## config.mk

```make
export PLATFORM = sky130hd
export DESIGN_NAME = host_message_interpreter
export DESIGN_NICKNAME = d
export VERILOG_FILES = /design/src/shared/msg_pkg.sv /design/src/shared/byte_stream_if.sv /design/src/host_message_interpreter.sv /design/src/msg_byte_buffer.sv
export SDC_FILE = /design/constraint.sdc
export NUM_CORES = 1
export LEC_CHECK = 0
export ABC_CLOCK_PERIOD_IN_PS = 25600
export BUFFER_PORTS_ARGS = -buffer_cell sky130_fd_sc_hd__buf_4
export CAP_MARGIN = 15
export CELL_PAD_IN_SITES_DETAIL_PLACEMENT = 1
export CELL_PAD_IN_SITES_GLOBAL_PLACEMENT = 2
export CORE_ASPECT_RATIO = 1.5
export CORE_UTILIZATION = 38
export DETAILED_ROUTE_END_ITERATION = 16
export MAX_ROUTING_LAYER = met4
export PLACE_DENSITY = 0.76
export SYNTH_ARGS = -nofsm -noshare
export SYNTH_HDL_FRONTEND = slang
export SYNTH_SLANG_ARGS = --single-unit
```

## constraint.sdc

```tcl
create_clock -name clk_i -period 25.6 [get_ports clk_i]
set_input_delay 5.12 -clock clk_i [delete_from_list [all_inputs] [get_ports clk_i]]
set_output_delay 5.12 -clock clk_i [all_outputs]
set_load 0.05 [all_outputs]
```

## src/shared/msg_pkg.sv

```systemverilog
// Constants, message identifiers and timing for the host message interpreter
package msg_pkg;
	localparam int BYTE_W   = 8;             // Width of a link byte
	localparam int MAX_DATA = 9;             // Longest data field
	localparam int NUM_CH   = 4;             // Channels held in the table
	localparam int CH_W     = 2;             // Channel index width
	localparam int IDX_W    = 4;             // Byte counter width
	typedef logic [BYTE_W-1:0] byte_t;       // One link byte
	// Message identifiers
	localparam byte_t ID_RESPONSE = 8'h40;
	localparam byte_t ID_STATUS   = 8'h52;
	localparam byte_t ID_IDENTITY = 8'h51;
	localparam byte_t ID_VERSION  = 8'h3D;
	localparam byte_t ID_CAPS     = 8'h54;
	localparam byte_t ID_RELEASE  = 8'h41;
	localparam byte_t ID_ALLOCATE = 8'h42;
	localparam byte_t ID_PERIOD   = 8'h43;
	localparam byte_t ID_TIMEOUT  = 8'h44;
	localparam byte_t ID_FREQ     = 8'h45;
	localparam byte_t ID_RESTART  = 8'h4A;
	localparam byte_t ID_REQUEST  = 8'h4D;
	localparam byte_t ID_EVENT    = 8'h01;   // Message field of a channel event
	// Data lengths
	localparam byte_t LEN_RESPONSE = 8'h03;
	localparam byte_t LEN_STATUS   = 8'h02;
	localparam byte_t LEN_IDENTITY = 8'h05;
	localparam byte_t LEN_VERSION  = 8'h09;
	localparam byte_t LEN_CAPS     = 8'h04;
	localparam byte_t LEN_RELEASE  = 8'h01;
	localparam byte_t LEN_ALLOCATE = 8'h03;
	localparam byte_t LEN_PERIOD   = 8'h03;
	localparam byte_t LEN_TIMEOUT  = 8'h02;
	localparam byte_t LEN_FREQ     = 8'h02;
	localparam byte_t LEN_REQUEST  = 8'h02;
	// Result codes and status values
	localparam byte_t CODE_OK      = 8'h00;
	localparam byte_t CODE_INVALID = 8'h28;
	localparam byte_t ST_FREE      = 8'h00;
	localparam byte_t ST_ASSIGNED  = 8'h01;
	// Capabilities and version text; values are arbitrary
	localparam byte_t CAP_NETWORKS = 8'h03;
	localparam byte_t CAP_STD_OPT  = 8'h00;
	localparam byte_t CAP_ADV_OPT  = 8'h00;
	localparam logic [MAX_DATA*BYTE_W-1:0] VERSION_TEXT = 72'h41_42_43_2D_31_2E_30_30_00;
	// Reset values of channel fields
	localparam byte_t      RST_BYTE   = 8'h00;
	localparam logic [15:0] RST_PERIOD = 16'h2000;
	// Low-power clock detection window
	localparam int CLK_MHZ        = 40;
	localparam int DETECT_TIME_US = 100;     // About three periods at 32.768 kHz
	localparam int DETECT_CYCLES  = DETECT_TIME_US * CLK_MHZ;
	localparam int DET_W          = 12;
	localparam int MIN_EDGES      = 2;       // Rising edges that prove a clock
endpackage : msg_pkg

```

## src/shared/byte_stream_if.sv

```systemverilog
// Valid/ready byte stream between the interpreter and its output buffer
interface byte_stream_if;
	logic                    valid; // Byte offered
	logic                    ready; // Byte accepted
	logic [msg_pkg::BYTE_W-1:0] data;  // Byte value
	modport src (output valid, output data, input ready);
	modport snk (input valid, input data, output ready);
endinterface : byte_stream_if

```

## src/host_message_interpreter.sv

```systemverilog
// Message parser, channel table, reply builder and low-power clock detection
module host_message_interpreter
(
	// Clock and reset
	input  wire logic                       clk_i,
	input  wire logic                       rst_i,
	// Received bytes from the serial layer (length, identifier, data)
	input  wire logic                       rx_valid_i,
	output logic                            rx_ready_o,
	input  wire logic [msg_pkg::BYTE_W-1:0] rx_data_i,
	// Channel events from the protocol engine
	input  wire logic                       ev_valid_i,
	output logic                            ev_ready_o,
	input  wire logic [msg_pkg::CH_W-1:0]   ev_chan_i,
	input  wire logic [msg_pkg::BYTE_W-1:0] ev_code_i,
	// Bytes to the serial layer
	output logic                            tx_valid_o,
	input  wire logic                       tx_ready_i,
	output logic [msg_pkg::BYTE_W-1:0]      tx_data_o,
	// Low-power clock pin and detection result
	input  wire logic                       low_power_clock_input_i,
	output logic                            use_ext_clock_o,
	output logic                            detect_done_o
);
	import msg_pkg::*;

	typedef enum logic [2:0]
	{
		RX_LEN  = 3'b000,
		RX_ID   = 3'b001,
		RX_DATA = 3'b011,
		EXEC    = 3'b010,
		SEND    = 3'b110
	} state_e;

	state_e           state;                 // Main sequencer
	byte_t            rx_len;                // Data length of incoming message
	byte_t            rx_id;                 // Identifier of incoming message
	byte_t            rx_buf [MAX_DATA];     // Incoming data bytes
	logic [IDX_W-1:0] rx_cnt;                // Data bytes taken so far
	byte_t            tx_len;                // Reply data length
	byte_t            tx_id;                 // Reply identifier
	byte_t            tx_buf [MAX_DATA];     // Reply data bytes
	byte_t            tx_idx;                // Reply byte being sent
	logic             ch_used [NUM_CH];      // Channel allocated
	byte_t            ch_type [NUM_CH];      // Channel type
	byte_t            ch_net  [NUM_CH];      // Network number
	logic [15:0]      ch_devnum [NUM_CH];    // Device number
	byte_t            ch_devtype [NUM_CH];   // Device type
	byte_t            ch_maker [NUM_CH];     // maker_identification_byte
	logic [15:0]      ch_period [NUM_CH];    // Message period
	byte_t            ch_tmo [NUM_CH];       // Search timeout
	byte_t            ch_freq [NUM_CH];      // Frequency index
	logic             lp_s1;                 // Synchroniser stages
	logic             lp_s2;
	logic             lp_prev;               // Edge detector history
	logic [DET_W-1:0] det_cnt;               // Detection window
	logic [1:0]       det_edges;             // Rising edges seen
	logic             det_busy;              // Window running

	// Channel number in range
	function automatic logic chan_ok(input byte_t c);
		chan_ok = (c < NUM_CH[BYTE_W-1:0]);
	endfunction

	// Expected data length of a configuration command, zero if not one
	function automatic byte_t cfg_len(input byte_t id);
		if (id == ID_RELEASE)       cfg_len = LEN_RELEASE;
		else if (id == ID_ALLOCATE) cfg_len = LEN_ALLOCATE;
		else if (id == ID_IDENTITY) cfg_len = LEN_IDENTITY;
		else if (id == ID_PERIOD)   cfg_len = LEN_PERIOD;
		else if (id == ID_TIMEOUT)  cfg_len = LEN_TIMEOUT;
		else if (id == ID_FREQ)     cfg_len = LEN_FREQ;
		else                        cfg_len = RST_BYTE;
	endfunction

	// Decode of the message just received
	wire [CH_W-1:0] ch       = rx_buf[0][CH_W-1:0];
	wire           is_cfg    = (cfg_len(rx_id) != RST_BYTE);
	wire           cfg_good  = (rx_len == cfg_len(rx_id)) && chan_ok(rx_buf[0]);
	wire           is_req    = (rx_id == ID_REQUEST) && (rx_len == LEN_REQUEST);
	wire           req_chan  = chan_ok(rx_buf[0]);
	wire [CH_W-1:0] req_ch   = rx_buf[0][CH_W-1:0];
	wire byte_t    req_id    = rx_buf[1];
	wire           last_data = (rx_cnt == rx_len[IDX_W-1:0] - 4'h1);

	// Handshakes; events wait while a host message is in flight
	assign rx_ready_o = (state == RX_LEN && !ev_valid_i) || state == RX_ID || state == RX_DATA;
	assign ev_ready_o = (state == RX_LEN);

	// Outgoing frame: length first, then identifier, then data
	byte_stream_if obuf ();
	assign obuf.valid = (state == SEND);
	assign obuf.data  = (tx_idx == RST_BYTE) ? tx_len :
	                    (tx_idx == 8'h01)    ? tx_id  : tx_buf[tx_idx[IDX_W-1:0] - 4'h2];
	wire   obuf_push  = obuf.valid && obuf.ready;
	wire   frame_end  = (tx_idx == tx_len + 8'h01);

	// Word-level framing is link neutral; UART or synchronous front end feeds it
	msg_byte_buffer u_buf
	(
		.clk_i       (clk_i),
		.rst_i       (rst_i),
		.in_s        (obuf),
		.out_valid_o (tx_valid_o),
		.out_ready_i (tx_ready_i),
		.out_data_o  (tx_data_o)
	);

	// Sequencer: parse, execute, reply
	always_ff @(posedge clk_i or posedge rst_i)
	begin
		if (rst_i)
		begin
			state  <= RX_LEN;
			rx_len <= RST_BYTE;
			rx_id  <= RST_BYTE;
			rx_cnt <= '0;
			tx_len <= RST_BYTE;
			tx_id  <= RST_BYTE;
			tx_idx <= RST_BYTE;
			for (int i = 0; i < MAX_DATA; i++)
			begin
				rx_buf[i] <= RST_BYTE;
				tx_buf[i] <= RST_BYTE;
			end
		end
		else
		begin
			case (state)
				RX_LEN:
				begin
					rx_cnt <= '0;
					tx_idx <= RST_BYTE;
					if (ev_valid_i)
					begin
						// Channel event reported as a response message
						tx_len    <= LEN_RESPONSE;
						tx_id     <= ID_RESPONSE;
						tx_buf[0] <= {6'h00, ev_chan_i};
						tx_buf[1] <= ID_EVENT;
						tx_buf[2] <= ev_code_i;
						state     <= SEND;
					end
					else if (rx_valid_i)
					begin
						rx_len <= rx_data_i;
						state  <= RX_ID;
					end
				end
				RX_ID:
					if (rx_valid_i)
					begin
						rx_id <= rx_data_i;
						state <= (rx_len == RST_BYTE) ? EXEC : RX_DATA;
					end
				RX_DATA:
					if (rx_valid_i)
					begin
						// Overlong data is consumed but not stored, for lengths up to 16
						if (rx_cnt < MAX_DATA[IDX_W-1:0])
							rx_buf[rx_cnt] <= rx_data_i;
						rx_cnt <= rx_cnt + 4'h1;
						if (last_data)
							state <= EXEC;
					end
				EXEC:
				begin
					state <= SEND;
					if (is_cfg)
					begin
						// Every configuration command is answered
						tx_len    <= LEN_RESPONSE;
						tx_id     <= ID_RESPONSE;
						tx_buf[0] <= rx_buf[0];
						tx_buf[1] <= rx_id;
						tx_buf[2] <= cfg_good ? CODE_OK : CODE_INVALID;
					end
					else if (is_req && req_id == ID_STATUS && req_chan)
					begin
						tx_len    <= LEN_STATUS;
						tx_id     <= ID_STATUS;
						tx_buf[0] <= rx_buf[0];
						tx_buf[1] <= ch_used[req_ch] ? ST_ASSIGNED : ST_FREE;
					end
					else if (is_req && req_id == ID_IDENTITY && req_chan)
					begin
						tx_len    <= LEN_IDENTITY;
						tx_id     <= ID_IDENTITY;
						tx_buf[0] <= rx_buf[0];
						tx_buf[1] <= ch_devnum[req_ch][7:0];
						tx_buf[2] <= ch_devnum[req_ch][15:8];
						tx_buf[3] <= ch_devtype[req_ch];
						tx_buf[4] <= ch_maker[req_ch];
					end
					else if (is_req && req_id == ID_VERSION)
					begin
						// Channel byte of the request plays no part
						tx_len <= LEN_VERSION;
						tx_id  <= ID_VERSION;
						for (int i = 0; i < MAX_DATA; i++)
							tx_buf[i] <= VERSION_TEXT[(MAX_DATA-1-i)*BYTE_W +: BYTE_W];
					end
					else if (is_req && req_id == ID_CAPS)
					begin
						tx_len    <= LEN_CAPS;
						tx_id     <= ID_CAPS;
						tx_buf[0] <= NUM_CH[BYTE_W-1:0];
						tx_buf[1] <= CAP_NETWORKS;
						tx_buf[2] <= CAP_STD_OPT;
						tx_buf[3] <= CAP_ADV_OPT;
					end
					else if (rx_id == ID_REQUEST)
					begin
						// Unserviceable request gets a failure response
						tx_len    <= LEN_RESPONSE;
						tx_id     <= ID_RESPONSE;
						tx_buf[0] <= rx_buf[0];
						tx_buf[1] <= rx_id;
						tx_buf[2] <= CODE_INVALID;
					end
					else
						state <= RX_LEN; // Restart and unknown ids stay silent
				end
				SEND:
					if (obuf_push)
					begin
						tx_idx <= tx_idx + 8'h01;
						if (frame_end)
							state <= RX_LEN;
					end
				default:
					state <= RX_LEN;
			endcase
		end
	end

	// Soft restart frees every channel (ch_used only) and reruns clock detection
	wire restart = (state == EXEC) && (rx_id == ID_RESTART);
	wire cfg_wr  = (state == EXEC) && is_cfg && cfg_good;

	// Channel table; only accepted commands change it
	always_ff @(posedge clk_i or posedge rst_i)
	begin
		if (rst_i)
		begin
			for (int i = 0; i < NUM_CH; i++)
			begin
				ch_used[i]    <= 1'b0;
				ch_type[i]    <= RST_BYTE;
				ch_net[i]     <= RST_BYTE;
				ch_devnum[i]  <= '0;
				ch_devtype[i] <= RST_BYTE;
				ch_maker[i]   <= RST_BYTE;
				ch_period[i]  <= RST_PERIOD;
				ch_tmo[i]     <= RST_BYTE;
				ch_freq[i]    <= RST_BYTE;
			end
		end
		else if (restart)
		begin
			for (int i = 0; i < NUM_CH; i++)
				ch_used[i] <= 1'b0;
		end
		else if (cfg_wr)
		begin
			if (rx_id == ID_RELEASE)
				ch_used[ch] <= 1'b0;
			else if (rx_id == ID_ALLOCATE)
			begin
				ch_used[ch] <= 1'b1;
				ch_type[ch] <= rx_buf[1];
				ch_net[ch]  <= rx_buf[2];
			end
			else if (rx_id == ID_IDENTITY)
			begin
				ch_devnum[ch]  <= {rx_buf[2], rx_buf[1]};
				ch_devtype[ch] <= rx_buf[3];
				ch_maker[ch]   <= rx_buf[4];
			end
			else if (rx_id == ID_PERIOD)
				ch_period[ch] <= {rx_buf[2], rx_buf[1]};
			else if (rx_id == ID_TIMEOUT)
				ch_tmo[ch] <= rx_buf[1];
			else
				ch_freq[ch] <= rx_buf[1];
		end
	end

	// Pin synchroniser; a grounded pin reads as no clock
	always_ff @(posedge clk_i or posedge rst_i)
	begin
		if (rst_i)
		begin
			lp_s1   <= 1'b0;
			lp_s2   <= 1'b0;
			lp_prev <= 1'b0;
		end
		else
		begin
			lp_s1   <= low_power_clock_input_i;
			lp_s2   <= lp_s1;
			lp_prev <= lp_s2;
		end
	end

	wire lp_rise = lp_s2 && !lp_prev;

	// Detection window after reset or soft restart; result held until next one
	always_ff @(posedge clk_i or posedge rst_i)
	begin
		if (rst_i)
		begin
			det_busy        <= 1'b1;
			det_cnt         <= '0;
			det_edges       <= 2'h0;
			use_ext_clock_o <= 1'b0;
		end
		else if (restart)
		begin
			det_busy  <= 1'b1;
			det_cnt   <= '0;
			det_edges <= 2'h0;
		end
		else if (det_busy)
		begin
			if (lp_rise && det_edges != 2'h3)
				det_edges <= det_edges + 2'h1;
			det_cnt <= det_cnt + 1'b1;
			if (det_cnt == DET_W'(DETECT_CYCLES - 1))
			begin
				det_busy        <= 1'b0;
				use_ext_clock_o <= (det_edges >= 2'(MIN_EDGES));
			end
		end
	end

	assign detect_done_o = !det_busy;

	// Checks
	property p_cfg_resp;
		@(posedge clk_i) disable iff (rst_i)
		(state == EXEC && is_cfg) |=> (tx_id == ID_RESPONSE && tx_len == LEN_RESPONSE
			&& tx_buf[1] == $past(rx_id) && state == SEND);
	endproperty
	a_cfg_resp: assert property (p_cfg_resp) else $error("config answer malformed");
	property p_status;
		@(posedge clk_i) disable iff (rst_i)
		(state == EXEC && is_req && req_id == ID_STATUS && req_chan)
			|=> (tx_id == ID_STATUS && tx_len == LEN_STATUS);
	endproperty
	a_status: assert property (p_status) else $error("status reply malformed");
	property p_ident;
		@(posedge clk_i) disable iff (rst_i)
		(state == EXEC && is_req && req_id == ID_IDENTITY && req_chan)
			|=> (tx_id == ID_IDENTITY && tx_len == LEN_IDENTITY);
	endproperty
	a_ident: assert property (p_ident) else $error("identity reply malformed");
	property p_version;
		@(posedge clk_i) disable iff (rst_i)
		(state == EXEC && is_req && req_id == ID_VERSION)
			|=> (tx_id == ID_VERSION && tx_len == LEN_VERSION);
	endproperty
	a_version: assert property (p_version) else $error("version reply malformed");
	property p_caps;
		@(posedge clk_i) disable iff (rst_i)
		(state == EXEC && is_req && req_id == ID_CAPS)
			|=> (tx_id == ID_CAPS && tx_len == LEN_CAPS && tx_buf[0] == 8'h04);
	endproperty
	a_caps: assert property (p_caps) else $error("capabilities reply malformed");
	property p_alloc;
		@(posedge clk_i) disable iff (rst_i)
		(cfg_wr && rx_id == ID_ALLOCATE) |=> ch_used[$past(ch)];
	endproperty
	a_alloc: assert property (p_alloc) else $error("allocation not stored");
	// Data bytes counted apart from the parser, so a wrong end of frame shows up
	byte_t n_data;
	always_ff @(posedge clk_i or posedge rst_i)
	begin
		if (rst_i)
			n_data <= RST_BYTE;
		else if (state == RX_ID)
			n_data <= RST_BYTE; // Identifier stage opens a new count
		else if (state == RX_DATA && rx_valid_i)
			n_data <= n_data + 8'h01;
	end
	// Parser counter is four bits wide; longer frames are not held to this
	property p_frame_len;
		@(posedge clk_i) disable iff (rst_i)
		(state == EXEC && rx_len < 8'h10) |-> (n_data == rx_len);
	endproperty
	a_frame_len: assert property (p_frame_len) else $error("frame header wrong");
	property p_restart_det;
		@(posedge clk_i) disable iff (rst_i)
		restart |=> (det_busy && state == RX_LEN);
	endproperty
	a_restart_det: assert property (p_restart_det) else $error("restart missed");
	c_cfg:   cover property (@(posedge clk_i) disable iff (rst_i) cfg_wr);
	c_event: cover property (@(posedge clk_i) disable iff (rst_i) ev_valid_i && ev_ready_o);
	c_clock: cover property (@(posedge clk_i) disable iff (rst_i) $rose(use_ext_clock_o));
endmodule : host_message_interpreter

```

## src/msg_byte_buffer.sv

```systemverilog
// Two-entry output buffer; read data come straight from a register
module msg_byte_buffer
(
	// Clock and reset
	input  wire logic                       clk_i,
	input  wire logic                       rst_i,
	// Filling side
	byte_stream_if.snk                      in_s,
	// Draining side
	output logic                            out_valid_o,
	input  wire logic                       out_ready_i,
	output logic [msg_pkg::BYTE_W-1:0]      out_data_o
);
	import msg_pkg::*;

	byte_t      slot0;  // Head word, drives the output
	byte_t      slot1;  // Second word
	logic [1:0] count;  // Words held

	wire push = in_s.valid && in_s.ready;
	wire pop  = out_valid_o && out_ready_i;

	// Full only at two words, so a stalled receiver holds back the source
	assign in_s.ready  = (count != 2'h2);
	assign out_valid_o = (count != 2'h0);
	assign out_data_o  = slot0;

	// Shift-style storage keeps the head in one fixed register
	always_ff @(posedge clk_i or posedge rst_i)
	begin
		if (rst_i)
		begin
			slot0 <= RST_BYTE;
			slot1 <= RST_BYTE;
			count <= 2'h0;
		end
		else
		begin
			if (pop)
				slot0 <= (count == 2'h2) ? slot1 : in_s.data;
			else if (push && count == 2'h0)
				slot0 <= in_s.data;
			if (push && ((count == 2'h1 && !pop) || (count == 2'h2 && pop)))
				slot1 <= in_s.data;
			count <= count + {1'b0, push} - {1'b0, pop};
		end
	end
endmodule : msg_byte_buffer

```

==> out/results.md, run 1 <==
| Quantity | Reported | Unit |
| --- | --- | --- |
| Synthesis warning total | 0 | - |
| Most area-consuming cells after synthesis | sky130_fd_sc_hd__dfrtp_1 (53%), sky130_fd_sc_hd__mux2_2 (15%), sky130_fd_sc_hd__mux4_2 (6.7%), sky130_fd_sc_hd__nand2_1 (2.4%), sky130_fd_sc_hd__nor2_1 (2.2%) | - |
| Worst path bufs/invs | 2 | - |
| Minimum period implied by the final worst setup slack | 10.80 | ns |
| Clock buffers created by TritonCTS | 29 | - |
| Die span in y | 234 | um |
| Peak supply drop | 0.0485 | mV |
| Startpoint types | input port | - |
| Cell with the most instances after synthesis | sky130_fd_sc_hd__dfrtp_1 | - |
| TritonCTS clock tree | built | - |
| Number of nets produced by synthesis | 1138 | - |
| Critical path cell sequence | buf_4, nor2_1, nor2_1, nor2_1, buf_4 | - |
| Largest net degree at the start of global routing | 186 | - |
| WL/cell | 22.3 | um |
| Initial cell density of the core | 0.389 | - |
| List of most frequent post-synthesis cells | sky130_fd_sc_hd__dfrtp_1 (289), sky130_fd_sc_hd__mux2_2 (185), sky130_fd_sc_hd__nand2_1 (87) | - |
| Resized Gates After CTS | 0 | - |
| Max-Slew Margin vs Limit | 0.302 | - |
| Core utilization of the finished layout | 0.438 | - |
| Floorplan core area | 35200 | um2 |
| Power Dens Cells | 89.8 | nW/um2 |
| Mean instance size in the synthesized netlist | 12.5 | um2 |
| Number of failing hold endpoints at the final stage | 0 | - |
| Kind of end point of the critical path | output pin | - |
| Setup repair after global routing missed its margin | no | - |
| Number of enable-type register cells in the synthesized netlist | 0 | - |
| Share of the clock period used by the worst path after layout | 0.422 | - |
| Critical path's largest stage delay | 0.20 | ns |
| Library cell used as clock root buffer | sky130_fd_sc_hd__clkbuf_16 | - |
| Area growth from synthesis to layout | 12.7 | % |
| Logic depth of the worst setup path including buffers | 5 | - |
| Top fanout value on the critical path | 3 | - |
| Area of the multi-input gates | 6100 | um2 |
| DIE AREA | 36800 | um2 |
| Initial antenna violation count | 0 | - |
| Commonest register cell after synthesis | sky130_fd_sc_hd__dfrtp_1 | - |
| Number of placed I/O pins | 37 | - |
| Number of buffers between clock root and the deepest sink | 3 | - |
| Path type of the worst min-delay path | reg2reg | - |
| I/O Buffers | 36 | - |
| Capturing instance or port of the critical path | rx_ready_o | - |
| Slew Limit Fails | 0 | - |
| Worst setup path start | ev_valid_i | - |
| Number of global-route vias before repair | 9575 | - |
| Number of antenna repair diodes | 0 | - |
| Routed wire length | 36.0 | mm |
| Area share of the largest cell type after synthesis | 0.529 | - |
| Endpoint of the lowest-slack register-to-register path | ch_maker[30] | - |
| Number of synthesized register bits | 290 | - |
| Ratio of cells with drive above 1 in the final layout | 0.298 | - |
| HPWL Detailed | 24.5 | mm |
| Via count | 8818 | - |
| Remaining design rule violation count | 0 | - |
| Netlist area before placement | 13700 | um2 |
| Yosys top cell by area | sky130_fd_sc_hd__dfrtp_1 | - |
| Outcome | finished, final reports clean | - |
| H-tree level count | 1 | - |
| Buffer count from post-CTS setup fixing | 0 | - |
| R2r startpoint | state[1] | - |
| Final-report setup violation count | 0 | - |
| Routability congestion estimate | 0.833 | - |
| # nets final | 1158 | - |
| Arrival time worst endpoint | 5.68 | ns |
| Die width | 157 | um |
| Iter 0 DRT Violations | 518 | - |
| Slowest stage cell on the critical path | sky130_fd_sc_hd__buf_4 | - |
| Max cap viols | 0 | - |
| Number of distinct standard cells referenced by the synthesized netlist | 71 | - |
| Count of fill cells added during filler insertion | 3658 | - |
| Worst Path Class, Setup | in2out | - |
| Routed vias/inst | 5.47 | - |
| CTS sink cnt | 290 | - |
| Hold-fix buffer count after cts | 0 | - |
| Fraction of registers with async set/reset | 1.00 | - |
| Pre-Repair DR Iteration Count | 4 | - |
| Final setup TNS | 0 | ns |
| CP delay by family, top | buffers and inverters | - |
| Wire length of the first global-routing pass | 57.7 | mm |
| R2R setup slack | 21.85 | ns |
| Sequential-to-total area share from yosys stat | 0.530 | - |
| Antenna Violating Nets Remaining | 0 | - |
| Area used by sequential logic in the layout | 7260 | um2 |
| Leakage power | 6.93 | nW |
| Clock latency at the later pin of the worst-skew pair | 0.57 | ns |
| Cell count after synthesis | 1097 | - |
| Clock-pin transition on the worst setup and hold timing paths | 0.06 | ns |
| FP Rows | 84 | - |
| Worst clock skew | 0.00996 | ns |
| GR Overflow Total | 0 | - |
| Data required time at the worst endpoint | 20.48 | ns |
| Total routing usage reported by global routing | 0.214 | - |
| Register-to-Register Path Depth | 7 | - |
| Hold slack | 0.343 | ns |
| Peak clock frequency supported by timing | 0.0926 | GHz |
| Actual slew at the worst max-slew pin | 1.05 | ns |
| Crit path top cell by count | sky130_fd_sc_hd__nor2_1 | - |
[metal layers]
| metal | up-vias | global-route usage | share of wire |
|---|---|---|---|
| li1 | 4018 | - | - |
| met1 | 4658 | 0.257 | 0.42 |
| met4 | 0 | 0.0689 | 0.027 |
| met2 | 88 | 0.379 | 0.53 |
| met3 | 54 | 0.0189 | 0.021 |
| met5 | - | - | 0 |
[stage by stage]
| stage | cells | instance area [um2] | power (mW) | worst slack [ns] |
|---|---|---|---|---|
| after floorplan | 1097 | 13700 | 0.834 | 12.48 |
| after global placement | 1558 | 14400 | 0.938 | 14.79 |
| after detailed placement | 1558 | 14400 | 0.947 | 14.80 |
| after CTS | 1612 | 15400 | 1.40 | 14.79 |
| after global routing | 1613 | 15400 | 1.46 | 14.76 |
| final | 1613 | 15400 | 1.38 | 14.80 |
[cell families (layout without fill, tap and decap cells)]
| group | count (synthesis) | count (layout) | share of synthesized area |
|---|---|---|---|
| AOI/OAI and AO/OA | 148 | 148 | 0.0727 |
| adders and majority gates | 17 | 17 | 0.0155 |
| DFF | 290 | 290 | 0.530 |
| xor gates and xnor gates | 32 | 32 | 0.0205 |
| muxes | 239 | 239 | 0.230 |
| and+or+nand+nor | 293 | 293 | 0.106 |
| buffers and inverters | 78 | 121 | 0.0250 |
[where the power goes]
group	internal [mW]	total (mW)	switching, mW
Sequential	0.512	0.585	0.0733
Combinational	0.139	0.349	0.210
Clock	0.265	0.449	0.185
Total	0.915	1.38	0.468
[how the worst min path moves through the flow]
stage,startpoint,to,slack (ns),cells past startpoint
2_1_floorplan,lp_s1,lp_s2,0.33,0
3_3_place_gp,lp_s1,lp_s2,0.34,0
3_5_place_dp,lp_s1,lp_s2,0.34,0
4_1_cts,lp_s1,lp_s2,0.35,0
5_1_grt,lp_s1,lp_s2,0.35,0
6_report,lp_s1,lp_s2,0.34,0
[flip-flops by register name, summed over array words and instances, names as in the netlist, 4 cells and up]
signal	count
tx_idx	8
rx_buf	30
req_id	8
ch_used	4
rx_cnt	4
tx_id	6
rx_id	8
tx_buf	41
u_buf.out_data_o	8
ch_devtype	32
rx_len	8
u_buf.slot1	8
det_cnt	12
ch_devnum	64
ch_maker	32
[layout by cell type, fill, tap and decap left out, types with 4 or more instances in the layout]
cell type	netlist	final
sky130_fd_sc_hd__or2_2	4	4
sky130_fd_sc_hd__mux2_2	185	185
sky130_fd_sc_hd__clkbuf_1	41	9
sky130_fd_sc_hd__nor2b_1	14	14
sky130_fd_sc_hd__bufinv_16	0	4
sky130_fd_sc_hd__clkbuf_16	0	29
sky130_fd_sc_hd__a22o_1	18	18
sky130_fd_sc_hd__dfrtp_1	289	287
sky130_fd_sc_hd__nor3_1	17	17
sky130_fd_sc_hd__and2_1	8	8
sky130_fd_sc_hd__nor4_1	5	4
sky130_fd_sc_hd__nand4_1	8	8
sky130_fd_sc_hd__ha_1	17	17
sky130_fd_sc_hd__nor2_1	81	81
sky130_fd_sc_hd__or3_1	8	8
sky130_fd_sc_hd__o211ai_1	4	4
sky130_fd_sc_hd__o21ai_0	39	39
sky130_fd_sc_hd__a21oi_1	24	24
sky130_fd_sc_hd__mux2i_1	7	7
sky130_fd_sc_hd__inv_1	17	16
sky130_fd_sc_hd__nand2_1	87	87
sky130_fd_sc_hd__a22oi_1	7	7
sky130_fd_sc_hd__xor2_1	16	16
sky130_fd_sc_hd__and3_1	4	4
sky130_fd_sc_hd__a31oi_1	12	12
sky130_fd_sc_hd__nand3b_1	6	6
sky130_fd_sc_hd__o31ai_1	10	10
sky130_fd_sc_hd__xnor2_1	16	16
sky130_fd_sc_hd__mux2_1	6	6
sky130_fd_sc_hd__nand3_1	18	18
sky130_fd_sc_hd__mux4_2	41	41
sky130_fd_sc_hd__nand2b_1	8	8
sky130_fd_sc_hd__buf_4	12	49
sky130_fd_sc_hd__o21a_1	4	4
sky130_fd_sc_hd__clkbuf_8	0	5
[layout make-up]
class / count / area share
Clock buffer: 43 / 0.0537
Timing Repair Buffer: 50 / 0.0252
Multi-Input combinational cell: 729 / 0.396
Tap cell: 473 / 0.0384
Sequential cell: 290 / 0.471
Clock inverter: 11 / 0.0111
Inverter: 17 / 0.00463
(Power assumes the default switching activity.)
==> run 2: changes to the inputs <==
--- a/config.mk
+++ b/config.mk
@@ -5,7 +5,7 @@
 export SDC_FILE = /design/constraint.sdc
 export NUM_CORES = 1
 export LEC_CHECK = 0
-export ABC_CLOCK_PERIOD_IN_PS = 25600
+export ABC_CLOCK_PERIOD_IN_PS = 9200
 export BUFFER_PORTS_ARGS = -buffer_cell sky130_fd_sc_hd__buf_4
 export CAP_MARGIN = 15
 export CELL_PAD_IN_SITES_DETAIL_PLACEMENT = 1
@@ -14,7 +14,7 @@
 export CORE_UTILIZATION = 38
 export DETAILED_ROUTE_END_ITERATION = 16
 export MAX_ROUTING_LAYER = met4
-export PLACE_DENSITY = 0.76
+export PLACE_DENSITY = 0.79
 export SYNTH_ARGS = -nofsm -noshare
 export SYNTH_HDL_FRONTEND = slang
 export SYNTH_SLANG_ARGS = --single-unit
==> constraint.sdc (replaced) <==
create_clock -name clk_i -period 9.2 [get_ports clk_i]
set_input_delay 1.84 -clock clk_i [delete_from_list [all_inputs] [get_ports clk_i]]
set_output_delay 1.84 -clock clk_i [all_outputs]
set_load 0.05 [all_outputs]
==> out/results.md, run 2 (synthesis gave the netlist of run 1 again) <==
| Quantity | Reported | Unit |
| --- | --- | --- |
| Startpoint types | input port | - |
| Minimum period implied by the final worst setup slack | 4.23 | ns |
| Met1 Usage GRT | 0.239 | - |
| Floorplan core area | 35200 | um2 |
| Register bank with the most flops | ch_devnum | - |
| Area growth from synthesis to layout | 12.3 | % |
| Initial cell density of the core | 0.389 | - |
| Critical path's largest stage delay | 0.20 | ns |
| Worst clock skew | 0.0143 | ns |
| Ratio of cells with drive above 1 in the final layout | 0.302 | - |
| Final-report setup violation count | 0 | - |
| Actual slew at the worst max-slew pin | 1.03 | ns |
| Total power | 3.78 | mW |
| TritonCTS clock tree | built | - |
| Buffer count from post-CTS setup fixing | 0 | - |
| Max cap viols | 0 | - |
| Number of placed I/O pins | 37 | - |
| Routed vias/inst | 5.44 | - |
| Hold slack | 0.354 | ns |
| Via count | 8762 | - |
| Met3 track demand over resource in global routing | 0.0194 | - |
| Power Dens Cells | 246 | nW/um2 |
| Clock buffers created by TritonCTS | 29 | - |
| Number of global-route vias before repair | 9597 | - |
| Largest registers | ch_devnum: 64 flops, tx_buf: 41 flops | - |
| Library cell used as clock root buffer | sky130_fd_sc_hd__clkbuf_16 | - |
| Dpl ws | 4.96 | ns |
| Crit path top cell by count | sky130_fd_sc_hd__nor2_1 | - |
| GR Overflow Total | 0 | - |
| R2r startpoint | rx_len[3] | - |
| Slew Limit Fails | 0 | - |
| Flip-flop count of the largest register, all copies and words added | 64 | - |
| Remaining design rule violation count | 0 | - |
| Path type of the worst min-delay path | reg2reg | - |
| Leakage power | 6.91 | nW |
| Most common library cell in the layout ignoring fill and taps | sky130_fd_sc_hd__dfrtp_1 | - |
| Die span in y | 234 | um |
| H-tree level count | 1 | - |
| Portion of total power attributed to sequential cells | 0.431 | - |
| Number of failing hold endpoints at the final stage | 0 | - |
| Initial antenna violation count | 0 | - |
| Top Usage Layer GRT | met2 | - |
| Die width | 157 | um |
| I/O Buffers | 36 | - |
| Routability congestion estimate | 0.845 | - |
| Clock latency at the later pin of the worst-skew pair | 0.56 | ns |
| Total routing usage reported by global routing | 0.208 | - |
| # nets final | 1159 | - |
| Critical path cell sequence | buf_4, nor2_1, nor2_1, nor2_1, buf_4 | - |
| Resized Gates After CTS | 0 | - |
| Clock network power share | 0.314 | - |
| Antenna Violating Nets Remaining | 0 | - |
| Slowest stage cell on the critical path | sky130_fd_sc_hd__buf_4 | - |
| Wire length of the first global-routing pass | 56.3 | mm |
| Top fanout value on the critical path | 3 | - |
| Part of the total power dissipated in combinational logic | 0.255 | - |
| Hold-fix buffer count after cts | 0 | - |
| HPWL Detailed | 24.3 | mm |
| Cell internal pwr | 2.49 | mW |
| DIE AREA | 36800 | um2 |
| Leading cell types in the layout, fill and taps excluded | sky130_fd_sc_hd__dfrtp_1 (287), sky130_fd_sc_hd__mux2_2 (185), sky130_fd_sc_hd__nand2_1 (87), sky130_fd_sc_hd__nor2_1 (81), sky130_fd_sc_hd__buf_4 (50) | - |
| Peak clock frequency supported by timing | 0.236 | GHz |
| Switching power of the nets | 1.29 | mW |
| Outcome | finished, final reports clean | - |
| Final setup TNS | 0 | ns |
| Pre-Repair DR Iteration Count | 4 | - |
| Largest net degree at the start of global routing | 176 | - |
| Worst setup path start | ev_valid_i | - |
| Setup repair after global routing missed its margin | no | - |
| Number of buffers between clock root and the deepest sink | 3 | - |
| Routed wire length | 35.0 | mm |
| Source of the worst hold timing path | lp_s1 | - |
| Share of the clock period used by the worst path after layout | 0.460 | - |
| Core utilization of the finished layout | 0.437 | - |
| Global Route met2 Usage | 0.374 | - |
| WL/cell | 21.7 | um |
| Data required time at the worst endpoint | 7.36 | ns |
| CTS sink cnt | 290 | - |
| Number of antenna repair diodes | 0 | - |
| Arrival time worst endpoint | 2.39 | ns |
| Peak supply drop | 0.113 | mV |
| Max-Slew Margin vs Limit | 0.310 | - |
| Clock-pin transition on the worst setup and hold timing paths | 0.05 | ns |
| Proportion of total power due to net switching | 0.340 | - |
| FP Rows | 84 | - |
| Iter 0 DRT Violations | 441 | - |
| Crit path setup slack, layout | 4.97 | ns |
| Kind of end point of the critical path | output pin | - |
| Worst Path Class, Setup | in2out | - |
## run 2: cell types whose count changed in the layout (fill, tap and decap cells not counted), sizes merged
cell and change:
clkbuf -5, bufinv -2, clkinv +2, buf +1, clkinvlp +3, inv -1
## run 2: layout make-up
class	count	area, um2
clock buffer	38	820
clock inverter	13	133
fill	3663	19800
inverter	17	67.6
multi-input combinational	729	6100
sequential	290	7260
tap	473	592
timing repair buffer	51	395
## run 2: worst paths after layout
check                      slack, ns            end  depth (start not counted)
max reg2reg                     5.50     tx_buf[40]                          6
min reg2reg                     0.35          lp_s2                          0
max                             4.97     rx_ready_o                          5
min in group asynchronous       1.42      tx_idx[5]                          3
max in group asynchronous       6.39  ch_devnum[28]                          4
min                             0.35          lp_s2                          0
## run 2: critical path: cells and delay by family
kind / cells / cell delay, ns
simple gates: 3 / 0.23
buf+inv: 2 / 0.32
## run 2: power groups by stage
stage	Clock [mW]	Sequential, mW	Combinational (mW)
after floorplan	0	1.59	0.732
after global placement	0	1.64	0.964
after detailed placement	0	1.65	0.976
after CTS	1.23	1.63	0.980
after global routing	1.27	1.65	1.07
final	1.19	1.63	0.963
## run 2: per-layer routing
layer	vias up	share of wire	wire length [um]
met5	-	0	0
met4	0	0.031	1090
met1	4582	0.41	14200
met3	53	0.024	836
met2	106	0.54	18900
li1	4021	-	-
## run 2: metrics by stage
step           area [um2]  instances
5_1_grt             15400       1611
3_5_place_dp        14400       1560
6_report            15400       1611
4_1_cts             15400       1611
2_1_floorplan       13700       1097
3_3_place_gp        14400       1560
